## config.mk

```make
export PLATFORM = sky130hd
export DESIGN_NAME = usc_serial_control
export DESIGN_NICKNAME = d
export VERILOG_FILES = /design/src/include/usc_pkg.sv /design/src/include/usc_tx_if.sv /design/src/verilog/usc_serial_control.sv /design/src/verilog/usc_tx_engine.sv
export SDC_FILE = /design/constraint.sdc
export NUM_CORES = 1
export LEC_CHECK = 0
export BUFFER_PORTS_ARGS = -buffer_cell sky130_fd_sc_hd__buf_2
export CORE_AREA = 2 2 153 117
export DETAILED_ROUTE_END_ITERATION = 10
export DIE_AREA = 0 0 155 119
export PLACE_DENSITY = 0.8
export SYNTH_ARGS = -nofsm -noshare
export SYNTH_HDL_FRONTEND = slang
export SYNTH_HIERARCHICAL = 1
export SYNTH_SLANG_ARGS = --single-unit
```

## constraint.sdc

```tcl
create_clock -name mclk_in -period 3.4 [get_ports mclk_in]
set_input_delay 0 -clock mclk_in [delete_from_list [all_inputs] [get_ports mclk_in]]
set_output_delay 0 -clock mclk_in [all_outputs]
set_load 0.03 [all_outputs]
```

## src/include/usc_pkg.sv

```systemverilog
// Shared constants for the serial port control block: register offsets,
// field positions, reset values, idle and break lengths, state types.
// Assumes byte-wide register access over a plain strobe port.
package usc_pkg;

  // Register offsets
  localparam logic [7:0] OFF_FRAME  = 8'hC4;
  localparam logic [7:0] OFF_CTRL   = 8'hC5;
  localparam logic [7:0] OFF_PIN    = 8'hC6;
  localparam logic [7:0] OFF_BREAK  = 8'hC7;
  localparam logic [7:0] OFF_STATUS = 8'hC8;
  localparam logic [7:0] OFF_DATA   = 8'hC9;
  localparam logic [7:0] OFF_CLEAR  = 8'hD8;

  // Reset values and the frame write mask
  localparam logic [7:0] RST_FRAME = 8'h00;
  localparam logic [7:0] RST_CTRL  = 8'h00;
  localparam logic [7:0] RST_PIN   = 8'h00;
  localparam logic [1:0] RST_BREAK = 2'h0;
  localparam logic [7:0] FRAME_WMASK = 8'hFD;

  // frame_format_control fields
  localparam int F_LOOP    = 7;
  localparam int F_STOP2   = 6;
  localparam int F_ONEWIRE = 5;
  localparam int F_NINE    = 4;
  localparam int F_PAR_EN  = 3;
  localparam int F_PAR_ODD = 2;
  localparam int F_ENABLE  = 0;

  // enable_interrupt_control fields
  localparam int C_IE_TXE  = 7;
  localparam int C_IE_TXD  = 6;
  localparam int C_IE_RXF  = 5;
  localparam int C_IE_IDLE = 4;
  localparam int C_TX_EN   = 3;
  localparam int C_RX_EN   = 2;
  localparam int C_STANDBY = 1;
  localparam int C_BRK     = 0;

  // pin_wake_control fields
  localparam int P_RX9       = 7;
  localparam int P_TX9       = 6;
  localparam int P_DIR       = 5;
  localparam int P_TXINV     = 4;
  localparam int P_RXINV     = 3;
  localparam int P_STBY_IDLE = 2;
  localparam int P_IDLE_TYPE = 1;
  localparam int P_WAKE_ADDR = 0;

  // break_sync_control fields
  localparam int B_BRK_IF  = 7;
  localparam int B_EDGE_IF = 6;
  localparam int B_RX_ACT  = 5;
  localparam int B_LONG    = 1;
  localparam int B_DETECT  = 0;

  // Status fields (status read, clear write)
  localparam int S_TXE  = 7;
  localparam int S_TXD  = 6;
  localparam int S_RXF  = 5;
  localparam int S_IDLE = 4;
  localparam int S_OVR  = 3;
  localparam int S_FERR = 1;
  localparam int S_PERR = 0;

  // Lengths in bit times, and the default mclk cycles per bit time
  localparam logic [3:0] BREAK_SHORT_BITS  = 4'd10;
  localparam logic [3:0] BREAK_LONG_BITS   = 4'd13;
  localparam logic [3:0] BREAK_DETECT_BITS = 4'd11;
  localparam logic [3:0] IDLE_BITS         = 4'd10;
  localparam int unsigned BIT_CYCLES_DEF   = 16;

  typedef enum logic [1:0] {
    TXE_IDLE = 2'b01,
    TXE_SEND = 2'b10
  } usc_tx_state_t;

  typedef enum logic [2:0] {
    RX_IDLE  = 3'b001,
    RX_START = 3'b010,
    RX_BITS  = 3'b100
  } usc_rx_state_t;

endpackage : usc_pkg

```

## src/include/usc_tx_if.sv

```systemverilog
// Connection between the control logic and the serial shift engine.
// Assumes start is a one-cycle pulse taken only while busy is low.
`timescale 1ns/1ps
`default_nettype none
interface usc_tx_if;
  logic        start;
  logic [15:0] pattern;
  logic [3:0]  nbits;
  logic        busy;
  logic        line;

  modport ctrl   (output start, pattern, nbits, input busy, line);
  modport engine (input start, pattern, nbits, output busy, line);
endinterface : usc_tx_if
`default_nettype wire

```

## src/verilog/usc_serial_control.sv

```systemverilog
// Serial port control: registers, frame build, receiver, wake-up, idle
// and break detection, pin routing and the interrupt request.
// Assumes a byte register port with one-cycle strobes and read data one
// cycle later; serial pins are synchronous to mclk_in.
// Summary of operation
// Loopback bit routes transmitter to receiver internally; clear gives two-wire operation.
// Stop-length bit selects two stop bits when set, one when clear.
// In loopback, one-wire bit uses the transmit pin; clear leaves it unused.
// Frame-length bit selects nine bits, else eight data bits.
// Parity enabled generates and checks parity; odd when select set, even otherwise.
// Enable bit runs the port; clearing it stops and resets the serial function.
// Four enable bits mask the four interrupt sources individually.
// Transmitter and receiver each work only while their own enable is set.
// Standby bit holds the receiver waiting for its wake condition.
// Software writes 1 then 0 to send one break.
// Ninth received bit is readable; ninth transmitted bit is software written.
// In one-wire mode the direction bit picks pin output or receiver input.
// Polarity bits invert transmitted and received data independently.
// Idle seen in standby sets the idle flag only when reporting is enabled.
// Idle-type set starts idle counting after the stop bit.
// Idle-type clear counts from the start bit, ten bits plus extras.
// Wake-mode bit selects address-mark or idle-line wake-up.
// Break lasts thirteen or ten bit times, plus one for nine bits, two stops.
// Break detected after eleven low bit times, plus extras.
// Address-mark wake clears standby when the highest received bit is 1.
// Idle-line wake clears standby; flags resume from the next character.
// One interrupt request is the OR of all enabled flags.
//
// Design decision made here: the strobed register port.
`timescale 1ns/1ps
`default_nettype none
module usc_serial_control #(
  parameter int unsigned BIT_CYCLES = usc_pkg::BIT_CYCLES_DEF
) (
  input  wire logic       mclk_in,
  input  wire logic       rst_in,
  input  wire logic [7:0] addr_in,
  input  wire logic [7:0] wdata_in,
  input  wire logic       wr_in,
  input  wire logic       rd_in,
  output var  logic [7:0] rdata_out,
  output var  logic       txd_out,
  output var  logic       txd_oe_out,
  input  wire logic       txd_in,
  input  wire logic       rxd_in,
  output var  logic       irq_out
);

  localparam logic [15:0] HALF_CYCLES = 16'(BIT_CYCLES / 2);
  localparam logic [15:0] BIT_LAST    = 16'(BIT_CYCLES - 1);

  typedef struct packed {
    logic [7:0]             frame;
    logic [7:0]             ctrl;
    logic [7:0]             pin;
    logic [1:0]             brk_cfg;
    logic                   brk_if;
    logic                   edge_if;
    logic                   brk_pend;
    logic                   tx_start;
    logic [15:0]            tx_pat;
    logic [3:0]             tx_n;
    logic [7:0]             tx_buf;
    logic                   tx_full;
    logic [7:0]             rx_data;
    logic                   rx_full;
    logic                   idle_f;
    logic                   ovr;
    logic                   ferr;
    logic                   perr;
    logic [7:0]             rdata;
    usc_pkg::usc_rx_state_t rx_state;
    logic [15:0]            rx_timer;
    logic [3:0]             rx_idx;
    logic [9:0]             rx_bits;
    logic                   line_prev;
    logic [15:0]            hi_run;
    logic [15:0]            lo_run;
    logic                   idle_armed;
  } usc_state_t;

  localparam usc_state_t RESET_STATE = '{
    frame: usc_pkg::RST_FRAME, ctrl: usc_pkg::RST_CTRL, pin: usc_pkg::RST_PIN,
    brk_cfg: usc_pkg::RST_BREAK, tx_pat: 16'hFFFF, rx_state: usc_pkg::RX_IDLE,
    line_prev: 1'b1, default: '0};

  usc_state_t s_reg;
  usc_state_t s_next;
  usc_tx_if   tif ();

  usc_tx_engine #(.BIT_CYCLES(BIT_CYCLES)) u_engine (
    .mclk_in (mclk_in),
    .rst_in  (rst_in || !s_reg.frame[usc_pkg::F_ENABLE]),
    .tx      (tif.engine)
  );

  function automatic logic hit(input logic [7:0] a, input logic [7:0] off);
    hit = (a == off);
  endfunction : hit

  logic        enabled;
  logic        loop_on;
  logic        one_wire;
  logic        nine;
  logic [1:0]  extra;
  logic [3:0]  nd;
  logic [3:0]  brk_len;
  logic [15:0] idle_cyc;
  logic [15:0] brk_cyc;
  logic        tx_pin_val;
  logic        rx_line;
  logic        tx_done_lvl;
  logic [7:0]  read_val;

  assign enabled  = s_reg.frame[usc_pkg::F_ENABLE];
  assign loop_on  = s_reg.frame[usc_pkg::F_LOOP];
  assign one_wire = s_reg.frame[usc_pkg::F_ONEWIRE];
  assign nine     = s_reg.frame[usc_pkg::F_NINE];
  assign extra    = {1'b0, nine} + {1'b0, s_reg.frame[usc_pkg::F_STOP2]};
  assign nd       = nine ? 4'd9 : 4'd8;
  assign brk_len  = (s_reg.brk_cfg[usc_pkg::B_LONG] ? usc_pkg::BREAK_LONG_BITS
                    : usc_pkg::BREAK_SHORT_BITS) + {2'b00, extra};
  assign idle_cyc = 16'(({2'b00, usc_pkg::IDLE_BITS} + {4'h0, extra}) * BIT_CYCLES);
  assign brk_cyc  = 16'(({2'b00, usc_pkg::BREAK_DETECT_BITS} + {4'h0, extra}) * BIT_CYCLES);

  // Pin routing; inversion sits at the pin so loopback sees pin polarity
  assign tx_pin_val = tif.line ^ s_reg.pin[usc_pkg::P_TXINV];
  assign txd_out    = tx_pin_val;
  assign txd_oe_out = enabled && (!loop_on || (one_wire && s_reg.pin[usc_pkg::P_DIR]));
  assign rx_line    = (!loop_on ? rxd_in
                      : (one_wire && !s_reg.pin[usc_pkg::P_DIR]) ? txd_in
                      : tx_pin_val) ^ s_reg.pin[usc_pkg::P_RXINV];

  assign tx_done_lvl = !s_reg.tx_full && !tif.busy && !s_reg.tx_start && !s_reg.brk_pend;
  assign irq_out = enabled && |{s_reg.ctrl[usc_pkg::C_IE_TXE] && !s_reg.tx_full,
                                s_reg.ctrl[usc_pkg::C_IE_TXD] && tx_done_lvl,
                                s_reg.ctrl[usc_pkg::C_IE_RXF] && s_reg.rx_full,
                                s_reg.ctrl[usc_pkg::C_IE_IDLE] && s_reg.idle_f};
  assign tif.start   = s_reg.tx_start;
  assign tif.pattern = s_reg.tx_pat;
  assign tif.nbits   = s_reg.tx_n;
  assign rdata_out   = s_reg.rdata;

  always_comb begin
    read_val = 8'h00;
    if (hit(addr_in, usc_pkg::OFF_FRAME)) begin
      read_val = s_reg.frame;
    end else if (hit(addr_in, usc_pkg::OFF_CTRL)) begin
      read_val = s_reg.ctrl;
    end else if (hit(addr_in, usc_pkg::OFF_PIN)) begin
      read_val = s_reg.pin;
    end else if (hit(addr_in, usc_pkg::OFF_BREAK)) begin
      read_val = {s_reg.brk_if, s_reg.edge_if, s_reg.rx_state != usc_pkg::RX_IDLE,
                  3'b000, s_reg.brk_cfg};
    end else if (hit(addr_in, usc_pkg::OFF_STATUS)) begin
      read_val = {!s_reg.tx_full, tx_done_lvl, s_reg.rx_full, s_reg.idle_f,
                  s_reg.ovr, 1'b0, s_reg.ferr, s_reg.perr};
    end else if (hit(addr_in, usc_pkg::OFF_DATA)) begin
      read_val = s_reg.rx_data;
    end
  end

  always_comb begin
    logic       rx_en;
    logic       standby;
    logic       wake_addr;
    logic       frame_done;
    logic       top;
    logic       par_bad;
    logic       ev_full;
    logic       ev_ovr;
    logic       ev_ferr;
    logic       ev_perr;
    logic       ev_idle;
    logic [9:0] got;
    rx_en      = s_reg.ctrl[usc_pkg::C_RX_EN];
    standby    = s_reg.ctrl[usc_pkg::C_STANDBY];
    wake_addr  = s_reg.pin[usc_pkg::P_WAKE_ADDR];
    frame_done = 1'b0;
    ev_full    = 1'b0;
    ev_ovr     = 1'b0;
    ev_ferr    = 1'b0;
    ev_perr    = 1'b0;
    ev_idle    = 1'b0;
    got        = s_reg.rx_bits;
    top        = 1'b0;
    par_bad    = 1'b0;
    s_next     = s_reg;
    s_next.tx_start = 1'b0;
    if (rst_in || !enabled) begin
      s_next = RESET_STATE;
      s_next.frame = rst_in ? usc_pkg::RST_FRAME : s_reg.frame;
      if (!rst_in && wr_in && hit(addr_in, usc_pkg::OFF_FRAME)) begin
        s_next.frame = wdata_in & usc_pkg::FRAME_WMASK;
      end
    end else begin
      // Line run lengths feed idle and break detection
      s_next.line_prev = rx_line;
      if (rx_line) begin
        s_next.lo_run = 16'h0000;
        s_next.hi_run = (s_reg.hi_run == 16'hFFFF) ? s_reg.hi_run : s_reg.hi_run + 16'h0001;
      end else begin
        s_next.hi_run = 16'h0000;
        s_next.lo_run = (s_reg.lo_run == 16'hFFFF) ? s_reg.lo_run : s_reg.lo_run + 16'h0001;
      end
      if (rx_en && s_reg.line_prev && !rx_line) begin
        s_next.edge_if = 1'b1;
      end
      if (rx_en && s_reg.brk_cfg[usc_pkg::B_DETECT] && s_reg.lo_run == brk_cyc) begin
        s_next.brk_if = 1'b1;
      end

      case (s_reg.rx_state)
        usc_pkg::RX_IDLE: begin
          if (rx_en && s_reg.line_prev && !rx_line) begin
            s_next.rx_state = usc_pkg::RX_START;
            s_next.rx_timer = 16'h0000;
          end
        end
        usc_pkg::RX_START: begin
          if (!rx_en) begin
            s_next.rx_state = usc_pkg::RX_IDLE;
          end else if (s_reg.rx_timer == HALF_CYCLES - 16'h0001) begin
            // A start bit that is gone by mid-bit was noise
            s_next.rx_state = rx_line ? usc_pkg::RX_IDLE : usc_pkg::RX_BITS;
            s_next.rx_timer = 16'h0000;
            s_next.rx_idx   = 4'h0;
          end else begin
            s_next.rx_timer = s_reg.rx_timer + 16'h0001;
          end
        end
        usc_pkg::RX_BITS: begin
          if (!rx_en) begin
            s_next.rx_state = usc_pkg::RX_IDLE;
          end else if (s_reg.rx_timer == BIT_LAST) begin
            s_next.rx_timer = 16'h0000;
            s_next.rx_bits[s_reg.rx_idx] = rx_line;
            s_next.rx_idx = s_reg.rx_idx + 4'h1;
            if (s_reg.rx_idx == nd) begin
              s_next.rx_state = usc_pkg::RX_IDLE;
              frame_done = 1'b1;
            end
          end else begin
            s_next.rx_timer = s_reg.rx_timer + 16'h0001;
          end
        end
        default: s_next.rx_state = usc_pkg::RX_IDLE;
      endcase

      got = s_next.rx_bits;
      top = nine ? got[8] : got[7];
      par_bad = (nine ? ^got[8:0] : ^got[7:0]) ^ s_reg.frame[usc_pkg::F_PAR_ODD];
      if (frame_done) begin
        s_next.idle_armed = 1'b1;
        if (s_reg.pin[usc_pkg::P_IDLE_TYPE]) begin
          s_next.hi_run = 16'h0000;
        end
        if (standby && wake_addr && top) begin
          s_next.ctrl[usc_pkg::C_STANDBY] = 1'b0;
        end
        if (!standby || (wake_addr && top)) begin
          if (s_reg.rx_full) begin
            ev_ovr = 1'b1;
          end else begin
            s_next.rx_data = got[7:0];
            if (nine) begin
              s_next.pin[usc_pkg::P_RX9] = got[8];
            end
            ev_full = 1'b1;
          end
          ev_ferr = !got[nd];
          ev_perr = s_reg.frame[usc_pkg::F_PAR_EN] && par_bad;
        end
      end
      if (rx_en && s_reg.idle_armed && s_reg.hi_run == idle_cyc) begin
        s_next.idle_armed = 1'b0;
        if (!standby) begin
          ev_idle = 1'b1;
        end else begin
          ev_idle = s_reg.pin[usc_pkg::P_STBY_IDLE];
          if (!wake_addr) begin
            s_next.ctrl[usc_pkg::C_STANDBY] = 1'b0;
          end
        end
      end

      // Transmit launch; a pending break goes ahead of buffered data
      if (s_reg.ctrl[usc_pkg::C_TX_EN] && !tif.busy && !s_reg.tx_start) begin
        if (s_reg.brk_pend) begin
          s_next.tx_pat   = 16'hFFFF << brk_len;
          s_next.tx_n     = brk_len;
          s_next.brk_pend = 1'b0;
          s_next.tx_start = 1'b1;
        end else if (s_reg.tx_full) begin
          s_next.tx_pat = {4'hF, 2'b11,
                           nine ? (s_reg.frame[usc_pkg::F_PAR_EN]
                                   ? ^s_reg.tx_buf ^ s_reg.frame[usc_pkg::F_PAR_ODD]
                                   : s_reg.pin[usc_pkg::P_TX9])
                                : 1'b1,
                           (!nine && s_reg.frame[usc_pkg::F_PAR_EN])
                             ? ^s_reg.tx_buf[6:0] ^ s_reg.frame[usc_pkg::F_PAR_ODD]
                             : s_reg.tx_buf[7],
                           s_reg.tx_buf[6:0], 1'b0};
          s_next.tx_n = 4'h1 + nd + (s_reg.frame[usc_pkg::F_STOP2] ? 4'h2 : 4'h1);
          s_next.tx_full  = 1'b0;
          s_next.tx_start = 1'b1;
        end
      end

      if (wr_in) begin
        if (hit(addr_in, usc_pkg::OFF_FRAME)) begin
          s_next.frame = wdata_in & usc_pkg::FRAME_WMASK;
        end else if (hit(addr_in, usc_pkg::OFF_CTRL)) begin
          if (s_reg.ctrl[usc_pkg::C_BRK] && !wdata_in[usc_pkg::C_BRK]) begin
            s_next.brk_pend = 1'b1;
          end
          s_next.ctrl = wdata_in;
        end else if (hit(addr_in, usc_pkg::OFF_PIN)) begin
          s_next.pin[6:0] = wdata_in[6:0];
        end else if (hit(addr_in, usc_pkg::OFF_BREAK)) begin
          s_next.brk_cfg = wdata_in[1:0];
          if (wdata_in[usc_pkg::B_BRK_IF]) begin
            s_next.brk_if = 1'b0;
          end
          if (wdata_in[usc_pkg::B_EDGE_IF]) begin
            s_next.edge_if = 1'b0;
          end
        end else if (hit(addr_in, usc_pkg::OFF_DATA)) begin
          s_next.tx_buf  = wdata_in;
          s_next.tx_full = 1'b1;
        end else if (hit(addr_in, usc_pkg::OFF_CLEAR)) begin
          s_next.rx_full = s_reg.rx_full && !wdata_in[usc_pkg::S_RXF];
          s_next.idle_f  = s_reg.idle_f && !wdata_in[usc_pkg::S_IDLE];
          s_next.ovr     = s_reg.ovr && !wdata_in[usc_pkg::S_OVR];
          s_next.ferr    = s_reg.ferr && !wdata_in[usc_pkg::S_FERR];
          s_next.perr    = s_reg.perr && !wdata_in[usc_pkg::S_PERR];
        end
      end
      // Hardware events win over a same-cycle software clear
      if (rx_en && s_reg.line_prev && !rx_line) begin
        s_next.edge_if = 1'b1;
      end
      if (rx_en && s_reg.brk_cfg[usc_pkg::B_DETECT] && s_reg.lo_run == brk_cyc) begin
        s_next.brk_if = 1'b1;
      end
      s_next.rx_full = s_next.rx_full || ev_full;
      s_next.ovr     = s_next.ovr || ev_ovr;
      s_next.ferr    = s_next.ferr || ev_ferr;
      s_next.perr    = s_next.perr || ev_perr;
      s_next.idle_f  = s_next.idle_f || ev_idle;
    end
    s_next.rdata = (!rst_in && rd_in) ? read_val : 8'h00;
  end

  always_ff @(posedge mclk_in) begin
    s_reg <= s_next;
  end
endmodule : usc_serial_control
`default_nettype wire

```

## src/verilog/usc_tx_engine.sv

```systemverilog
// Serial shift engine: sends a prepared bit pattern LSB first, one bit
// per bit time. Frames and breaks use the same path.
// Assumes the controller holds it in reset while the port is disabled.
`timescale 1ns/1ps
`default_nettype none
module usc_tx_engine #(
  parameter int unsigned BIT_CYCLES = usc_pkg::BIT_CYCLES_DEF
) (
  input  wire logic  mclk_in,
  input  wire logic  rst_in,
  usc_tx_if.engine   tx
);

  typedef struct packed {
    usc_pkg::usc_tx_state_t state;
    logic [15:0]            shift;
    logic [3:0]             cnt;
    logic [15:0]            timer;
  } usc_txe_state_t;

  usc_txe_state_t s_reg;
  usc_txe_state_t s_next;

  always_comb begin
    s_next = s_reg;
    if (rst_in) begin
      s_next.state = usc_pkg::TXE_IDLE;
      s_next.shift = 16'hFFFF;
      s_next.cnt   = 4'h0;
      s_next.timer = 16'h0000;
    end else begin
      case (s_reg.state)
        usc_pkg::TXE_IDLE: begin
          if (tx.start) begin
            s_next.state = usc_pkg::TXE_SEND;
            s_next.shift = tx.pattern;
            s_next.cnt   = tx.nbits;
            s_next.timer = 16'h0000;
          end
        end
        usc_pkg::TXE_SEND: begin
          if (s_reg.timer == 16'(BIT_CYCLES - 1)) begin
            s_next.timer = 16'h0000;
            // Fill with mark so the line rests high after the last bit
            s_next.shift = {1'b1, s_reg.shift[15:1]};
            s_next.cnt   = s_reg.cnt - 4'h1;
            if (s_reg.cnt == 4'h1) begin
              s_next.state = usc_pkg::TXE_IDLE;
            end
          end else begin
            s_next.timer = s_reg.timer + 16'h0001;
          end
        end
        default: s_next.state = usc_pkg::TXE_IDLE;
      endcase
    end
  end

  always_ff @(posedge mclk_in) begin
    s_reg <= s_next;
  end

  assign tx.line = s_reg.shift[0];
  assign tx.busy = (s_reg.state == usc_pkg::TXE_SEND);
endmodule : usc_tx_engine
`default_nettype wire

```

==> key figures, run 1 <==
Run status
  • Status: completed

STA
  • Final setup fails: 0
  • Setup_tns: 0 ns
  • Fmax: 324.0 MHz
  • Tmin final: 3.086 ns
  • Max Slew Vio Count: 0
  • Worst slew margin: 0.3299
  • Worst Clk Skew: 0.01134 ns
  • Final hold slack: 0.03940 ns
  • Final period util: 0.9077
  • Final hold vios: 0
  • Worst slew pin tran: 1.005 ns
  • RSZ-0062 raised after global routing: no

Synth
  • Post-Syn Nets: 1115
  • Register area share after synthesis: 0.4095
  • Number of synthesized flops with an enable pin: 7
  • Mean area per synthesized cell: 8.543 um^2
  • Most common flop cell mapped by yosys: dfxtp_1
  • Post-synthesis instance area: 9166 um^2
  • Seq cells post-synth: 184
  • Cell taking the most area after synthesis: dfxtp_1
  • Post-synth top area share: 0.3866
  • Async set-reset flop share out of synthesis: 0
  • Synth unique cells: 79
  • Top-count cell post-synth: dfxtp_1
  • Ranking of synthesized cells by area: dfxtp_1, nor2_1, nand2_1
  • Ys Warns: 6
  • Post-synth top cells: dfxtp_1, nor2_1, nand2_1, a21oi_1, nand3_1
  • Cell count after synthesis: 1073

Detailed routing
  • Avg Vias per Cell: 6.014
  • Residual DRC count: 0
  • Wire per inst: 16.94 um
  • 1st-pass router iterations: 5
  • Initial DRC Count: 777
  • Post-DRT Antenna Nets: 0
  • Routed WL: 22.54 mm
  • DR vias: 7999

Floorplan
  • Die Area: 18450 um^2
  • Die Span Y: 119 um
  • Top-level port count: 33
  • Initial cell density of the core: 0.5334
  • Rows: 42
  • Die width: 155 um
  • Core Area: 17180 um^2

Worst hold path
  • Hold_sp: rd_in
  • Hold depth: 3
  • Worst Hold End: rdata_out[2]
  • Hold Crit Class: input pin to flip-flop

GRT
  • GRT Total Usage: 0.2478
  • Total grt overflow: 0
  • Initial antenna violation count: 0
  • Largest net degree at the start of global routing: 86
  • Vias in the first global route: 7185
  • Global-route wire length before repair: 36.78 mm

CTS
  • Clock Latency Late Sink: 0.44 ns
  • Number of CTS-inserted buffers: 17
  • Clock root buffer: clkbuf_16
  • Clock sink count: 184
  • Worst-path clk slew: 0.07 ns
  • CTS tree: yes
  • CTS max path bufs: 2
  • H-tree depth: 4

Worst setup path
  • Startpoint Class: flip-flop
  • CP max stage delay: 0.57 ns
  • Crit path buf inv count: 0
  • Crit Path Category: flip-flop to flip-flop
  • Arrival time at the worst endpoint: 3.43 ns
  • Worst path cell trace: xor2_2 -> a311oi_4 -> xnor2_2 -> a211oi_1 -> o31a_1 -> nor4_4 -> a21oi_1 -> a311oi_1
  • CP delay by family, top: compound AO/OA/AOI/OAI gates
  • Reg-to-reg endpoint: s_reg[130]
  • CP endpoint kind: flip-flop
  • Slowest-stage cell, CP: xnor2_2
  • Worst r2r path cells: 8
  • Max FO, Critical Path: 14
  • FF-to-FF setup slack: 0.31 ns
  • R2R Path Start: s_reg[127]
  • CP required: 3.74 ns

Placement
  • Number of port buffers: 32
  • Inst Count DP: 1289
  • HPWL Detailed: 15.56 mm
  • Global placement routability congestion: 0.8957

Cells and area
  • Layout cell share with drive strength beyond 1: 0.1189
  • Number of flip-flops under the largest register name: 113
  • N_diodes: 0
  • Area grow syn2layout: 11.25%
  • NumNets Final: 1141
  • Non-Filler Instances: 1330

Power
  • Cell Pwr Density: 419.4 nW/um^2
  • Maximum VDD drop: 0.3750 mV
  • Tot Pwr: 4.276 mW
  • LEAKAGE: 3.361 nW

Job
  • Total of max-cap violations: 0
==> routing by layer <==
layer  global-route usage  vias to the layer above  share of wire
li1                     -                     3903              -
met1               0.3771                     3809           0.50
met2               0.3486                      261           0.41
met3              0.05895                       26          0.075
met4              0.06597                        0          0.012
met5                    0                        -              0
==> what timing repair did <==
action | 4_1_cts | 5_1_grt
buffers inserted | 0 | 3
resized for setup | 0 | 0
hold buffers | 8 | 0
hold endpoints to repair | 38 | 0
endpoints found under the setup margin | 0 | 2
==> placed cells by master (no fill, tap or decap), types with 15 or more instances in the layout <==
| cell | count |
|---|---|
| nor2_1 | 157 |
| clkbuf_16 | 18 |
| nand4_1 | 23 |
| mux2_2 | 19 |
| a31oi_1 | 15 |
| buf_4 | 24 |
| nor4_1 | 28 |
| nor3_1 | 30 |
| o21ai_0 | 40 |
| inv_1 | 28 |
| dfxtp_1 | 177 |
| ha_1 | 19 |
| buf_2 | 32 |
| a21oi_1 | 64 |
| nand3_1 | 44 |
| xnor2_1 | 34 |
| a211oi_1 | 16 |
| mux2i_1 | 28 |
| xor2_1 | 19 |
| nand2_1 | 98 |
==> through the flow <==
stage / area, um^2 / setup slack [ns] / util
5_1_grt: 10200 / 0.1400 / 0.5934
3_5_place_dp: 9522 / 0.2783 / 0.5541
3_3_place_gp: 9522 / 0.4678 / 0.5541
6_report: 10200 / 0.3138 / 0.5934
2_1_floorplan: 9166 / 0.7483 / -
4_1_cts: 10170 / 0.1806 / 0.5921
==> worst reg2reg max path, cell delays in order (launching register included) <==
cell      delay (ns)
dfxtp_1         0.46
xor2_2          0.28
a311oi_4        0.17
xnor2_2         0.57
a211oi_1        0.20
o31a_1          0.39
nor4_4          0.51
a21oi_1         0.15
a311oi_1        0.27
==> kinds of logic after synthesis <==
kind of cell | after synthesis | share of synthesized area
adders and majority gates | 20 | 0.02812
and+or+nand+nor | 463 | 0.2502
muxes | 50 | 0.06129
xor gates and xnor gates | 57 | 0.05842
DFF | 184 | 0.4095
AOI/OAI and AO/OA | 210 | 0.1508
buffers and inverters | 89 | 0.04163
==> cell type report <==
type | count | area [um^2]
Sequential cell | 184 | 3754
Clock inverter | 11 | 108.9
Timing Repair Buffer | 65 | 440.4
Inverter | 31 | 117.6
Clock buffer | 19 | 464.2
Multi-Input combinational cell | 800 | 5037
Fill cell | 1463 | 6987
Tap cell | 220 | 275.3
==> worst max-delay path by stage <==
stage | slack [ns] | to | start | cells after the start
4_1_cts | 0.18 | s_reg[130] | s_reg[48] | 10
5_1_grt | 0.14 | s_reg[130] | s_reg[127] | 8
2_1_floorplan | 0.75 | s_reg[130] | loop_on | 8
3_3_place_gp | 0.47 | s_reg[130] | s_reg[48] | 10
3_5_place_dp | 0.28 | s_reg[130] | s_reg[48] | 10
6_report | 0.31 | s_reg[130] | s_reg[127] | 8
==> report_power, final <==
part | internal, mW | switching, mW
registers | 2.17 | 0.00756
logic | 0.0528 | 0.102
clock network | 1.07 | 0.866
(Power assumes the default switching activity.)
==> run 2: changes to the inputs <==
CORE_AREA = 2 2 170 105   (was 2 2 153 117)
DIE_AREA = 0 0 172 107   (was 0 0 155 119)
PLACE_DENSITY = 0.81   (was 0.8)
==> run 2 against run 1 <==
Against the previous run: first-iteration DRC count grew 50%; register-to-register slack is essentially flat; maximum frequency grew 0.40%; sequential power is essentially flat; global-route usage grew 1.1 points; via count grew 2.9%; critical endpoint unchanged; largest cell class unchanged.
==> key figures, run 2 (synthesis results as in run 1) <==
Run status
  • Status: completed

Detailed routing
  • DR vias: 8231
  • Residual DRC count: 0
  • Routed WL: 23.60 mm
  • 1st-pass router iterations: 6
  • Post-DRT Antenna Nets: 0
  • Wire per inst: 17.58 um
  • Initial DRC Count: 1162
  • Avg Vias per Cell: 6.133

Worst hold path
  • Worst Hold End: u_engine/s_reg[0]
  • Hold depth: 4
  • Hold Crit Class: input pin to flip-flop
  • Hold_sp: rst_in

STA
  • Tmin final: 3.074 ns
  • Worst slew margin: 0.4240
  • Final setup fails: 0
  • Setup_tns: 0 ns
  • Worst Clk Skew: 0.01388 ns
  • Max Slew Vio Count: 0
  • Final hold slack: 0.01900 ns
  • Final hold vios: 0
  • Fmax: 325.3 MHz
  • RSZ-0062 raised after global routing: no
  • Final period util: 0.9041
  • Worst slew pin tran: 0.8639 ns

Worst setup path
  • Reg-to-reg endpoint: s_reg[130]
  • Crit path launch: loop_on
  • FF-to-FF setup slack: 0.33 ns
  • Max FO, Critical Path: 14
  • CP endpoint kind: flip-flop
  • Worst r2r path cells: 8
  • CP required: 3.75 ns
  • Startpoint Class: flip-flop
  • Arrival time at the worst endpoint: 3.43 ns
  • R2R Path Start: loop_on
  • Crit Path Category: flip-flop to flip-flop

CTS
  • Clock root buffer: clkbuf_16
  • Clock Latency Late Sink: 0.44 ns
  • CTS tree: yes
  • H-tree depth: 4
  • Clock sink count: 184
  • Number of CTS-inserted buffers: 17
  • Cts repair resizes: 0
  • Worst-path clk slew: 0.07 ns
  • Buffer count from post-CTS setup fixing: 0
  • CTS max path bufs: 2

Cells and area
  • NumNets Final: 1137
  • N_diodes: 0
  • Layout cell share with drive strength beyond 1: 0.1164
  • Fillers: 1424
  • Number of flip-flops under the largest register name: 113
  • Commonest non-fill, non-tap cell in the layout: dfxtp_1
  • Area grow syn2layout: 10.93%
  • Commonest non-fill, non-tap cells in the layout: dfxtp_1, nor2_1, nand2_1

Floorplan
  • Die Area: 18400 um^2
  • Initial cell density of the core: 0.5440
  • Rows: 37
  • Die width: 172 um
  • Die Span Y: 107 um
  • Core Area: 16850 um^2
  • Top-level port count: 33

GRT
  • Total grt overflow: 0
  • Initial antenna violation count: 0
  • GRT Total Usage: 0.2584
  • Vias in the first global route: 7098
  • Global-route wire length before repair: 37.39 mm
  • Largest net degree at the start of global routing: 48

Power
  • Sequential power share: 0.509
  • Tot Pwr: 4.285 mW
  • Clock group share of total power: 0.455
  • Maximum VDD drop: 0.3381 mV
  • Internal Power: 3.216 mW
  • Comb pwr share: 0.036
  • Cell Pwr Density: 421.4 nW/um^2
  • Switching share of power: 0.2493
  • Switching power of the nets: 1.068 mW
  • LEAKAGE: 3.346 nW

Job
  • Total of max-cap violations: 0

Placement
  • Number of port buffers: 32
  • Global placement routability congestion: 0.8930
  • HPWL Detailed: 16.49 mm
==> run 2: cell types whose count changed in the layout (fill, tap and decap cells not counted), sizes merged <==
cell and change:
buf -5, bufinv -1, clkbuf -1, clkinv +3
clkinvlp -3, dlygate4sd3 +1, inv +4
==> run 2: stage by stage <==
stage	cells	cell area, um^2	setup WS [ns]	util
floorplan	1073	9166	0.7483	-
global placement	1301	9512	0.5168	0.5644
detailed placement	1301	9512	0.3863	0.5644
CTS	1342	10170	0.3664	0.6034
global route	1342	10170	0.1683	0.6034
finish	1342	10170	0.3261	0.6034
==> run 2: power groups by stage <==
stage / Clock [mW] / Combinational (mW) / Sequential [mW]
2_1_floorplan: 0 / 0.0899 / 2.23
3_3_place_gp: 0 / 0.138 / 2.23
3_5_place_dp: 0 / 0.140 / 2.23
4_1_cts: 1.96 / 0.151 / 2.18
5_1_grt: 2.06 / 0.165 / 2.18
6_report: 1.95 / 0.156 / 2.18
==> run 2: what timing repair did <==
item / in CTS / in global routing
hold buffers: 9 / 0
hold endpoints to repair: 42 / 0
endpoints found under the setup margin: 0 / 0
==> run 2: final cells by class <==
class                   instances  area (um^2)  area share
multi-input cells             800         5037      0.4954
clock buffers                  18        439.2     0.04319
well taps                     234        292.8     0.02879
repair buffers                 61        400.4     0.03937
flip-flops and latches        184         3754      0.3691
inverters                      31        117.6     0.01157
clock inverters                14        127.6     0.01255
==> run 2: per-layer routing <==
metal  track usage  wire [um]
met5             0          0
met4       0.06122        235
met3       0.05685       2401
met2        0.3448       9448
met1        0.4126      11510
==> run 2: critical path, cell delays in order (launching register included) <==
cell and delay [ns]:
edfxtp_1 0.49, and4b_1 0.28, a311oi_4 0.37, xnor2_2 0.33, a211oi_1 0.19, o31a_1 0.40, nor4_4 0.54, a21oi_1 0.14
a311oi_1 0.24
==> run 2: worst max-delay path by stage <==
stage,depth (start not counted),slack (ns),endpoint
after floorplan,8,0.75,s_reg[130]
after global placement,8,0.52,s_reg[130]
after detailed placement,8,0.39,s_reg[130]
after CTS,8,0.37,s_reg[130]
after global routing,8,0.17,s_reg[82]
final,8,0.33,s_reg[130]
==> run 3: changes to the inputs <==
GPL_TIMING_DRIVEN = 0   (was not set)
clock period = 3.1 ns   (was 3.4 ns; I/O delays follow)
==> run 3 against run 2 <==
Against the previous run: final cell count up 3.4%; clock power up 22%; non-clock buffer count up 47; total power up 16%; routed wire length up 5.7%.
==> key figures, run 3 (synthesis results as in run 1) <==
Run status
  • Status: completed

Floorplan
  • Initial cell density of the core: 0.5440
  • Core Area: 16850 um^2
  • Die Span Y: 107 um
  • Die Area: 18400 um^2
  • Top-level port count: 33
  • Rows: 37
  • Die width: 172 um

GRT
  • Initial antenna violation count: 0
  • Total grt overflow: 0
  • Vias in the first global route: 7632
  • Global-route wire length before repair: 39.85 mm
  • GRT Total Usage: 0.2778
  • Largest net degree at the start of global routing: 17

Cells and area
  • Area grow syn2layout: 14.18%
  • Final Util: 0.6211
  • Commonest non-fill, non-tap cells in the layout: dfxtp_1, nor2_1, nand2_1
  • Layout cell share with drive strength beyond 1: 0.1308
  • Fillers: 1433
  • Finished Cell Area: 10470 um^2
  • Number of flip-flops under the largest register name: 113
  • Commonest non-fill, non-tap cell in the layout: dfxtp_1
  • NumNets Final: 1184
  • N_diodes: 0

CTS
  • Worst-path clk slew: 0.07 ns
  • Clock sink count: 184
  • CTS max path bufs: 2
  • H-tree depth: 4
  • Number of CTS-inserted buffers: 17
  • Clock root buffer: clkbuf_16
  • Clock Latency Late Sink: 0.45 ns
  • CTS tree: yes

Worst setup path
  • Arrival time at the worst endpoint: 3.33 ns
  • CP required: 3.42 ns
  • FF-to-FF setup slack: 0.09 ns
  • Most common cell on crit path: clkbuf_2
  • CP delay by family, top: buffers and inverters
  • Slowest-stage cell, CP: edfxtp_1
  • Max FO, Critical Path: 14
  • CP max stage delay: 0.48 ns
  • Startpoint Class: flip-flop
  • Worst path cell trace: nor2b_1 -> clkbuf_2 -> inv_2 -> clkbuf_2 -> clkbuf_2 -> clkinv_1 -> clkbuf_1 -> o311ai_0 -> o31ai_1
  • CP endpoint kind: flip-flop
  • Crit Path Category: flip-flop to flip-flop
  • Crit path buf inv count: 6

STA
  • Worst Clk Skew: 0.01044 ns
  • Tmin final: 3.011 ns
  • Final hold vios: 0
  • Worst slew margin: 0.2652
  • Final setup fails: 0
  • Worst slew pin tran: 1.100 ns
  • Max Slew Vio Count: 0
  • Fmax: 332.1 MHz
  • Final period util: 0.9713

Placement
  • Number of port buffers: 32
  • Placed Area: 9633 um^2
  • Global placement routability congestion: 0.9350
  • HPWL Detailed: 18.05 mm

Power
  • Cell Pwr Density: 472.9 nW/um^2
  • Tot Pwr: 4.949 mW
  • LEAKAGE: 3.467 nW
  • Maximum VDD drop: 0.3532 mV

Detailed routing
  • Routed WL: 24.95 mm
  • DR vias: 8510
  • Residual DRC count: 0
  • 1st-pass router iterations: 6
  • Initial DRC Count: 1146
  • Post-DRT Antenna Nets: 0
  • Avg Vias per Cell: 6.131
  • Wire per inst: 17.98 um

Job
  • Total of max-cap violations: 0

Worst hold path
  • Hold Crit Class: input pin to flip-flop
[run 3: repair_timing]
item	in CTS	in global routing
hold endpoints to repair	39	0
resized for setup	4	16
pin swaps	1	2
endpoints found under the setup margin	67	66
buffers inserted	4	6
hold buffers	8	0
gates cloned	0	0
[run 3: report_power, final]
group	switching [mW]	internal, mW	leakage [nW]	total, mW
Combinational	0.128	0.0631	1.66	0.191
Clock	0.996	1.37	0.311	2.37
Sequential	0.00814	2.38	1.50	2.39
Total	1.13	3.82	3.47	4.95
[run 3: worst paths after layout]
check,depth (start not counted),to,startpoint
worst max register to register,9,u_engine/s_reg[18],enabled
worst min-delay path,4,rdata_out[6],rd_in
worst min register to register,1,tif.pattern[15],tif.pattern[15]
worst max-delay path,9,u_engine/s_reg[18],enabled
[run 3: metrics by stage]
| stage | hold WS (ns) | setup WS (ns) | std cells | setup TNS [ns] |
|---|---|---|---|---|
| 2_1_floorplan | 0.1089 | 0.4483 | 1073 | 0 |
| 3_3_place_gp | 0.2766 | -0.3808 | 1339 | -12.51 |
| 3_5_place_dp | 0.2776 | -0.4676 | 1340 | -15.27 |
| 4_1_cts | 0.03360 | 0.01009 | 1382 | 0 |
| 5_1_grt | 0.1032 | -0.02622 | 1388 | -0.06959 |
| 6_report | 0.05593 | 0.08890 | 1388 | 0 |
[run 3: area by class of cell]
cell class / instances / area [um^2] / share of cell area
multi-input combinational: 800 / 5072 / 0.4846
timing repair buffer: 51 / 322.8 / 0.03084
buffer: 57 / 272.8 / 0.02606
inverter: 31 / 116.4 / 0.01112
sequential: 184 / 3754 / 0.3586
clock buffer: 19 / 475.5 / 0.04543
clock inverter: 12 / 160.2 / 0.01530
tap: 234 / 292.8 / 0.02797
[run 3: worst register-to-register path, cell delays in order, from the launching register on]
cell and delay, ns:
edfxtp_1 0.48, nor2b_1 0.18, clkbuf_2 0.25, inv_2 0.17
clkbuf_2 0.33, clkbuf_2 0.40, clkinv_1 0.35, clkbuf_1 0.37
o311ai_0 0.22, o31ai_1 0.13
[run 3: layer usage]
layer	track usage	vias to the layer above	part of all wire
met4	0.06963	0	0.012
met3	0.09745	36	0.12
met5	0	-	0
met2	0.3735	458	0.39
li1	-	3995	-
met1	0.4168	4021	0.48
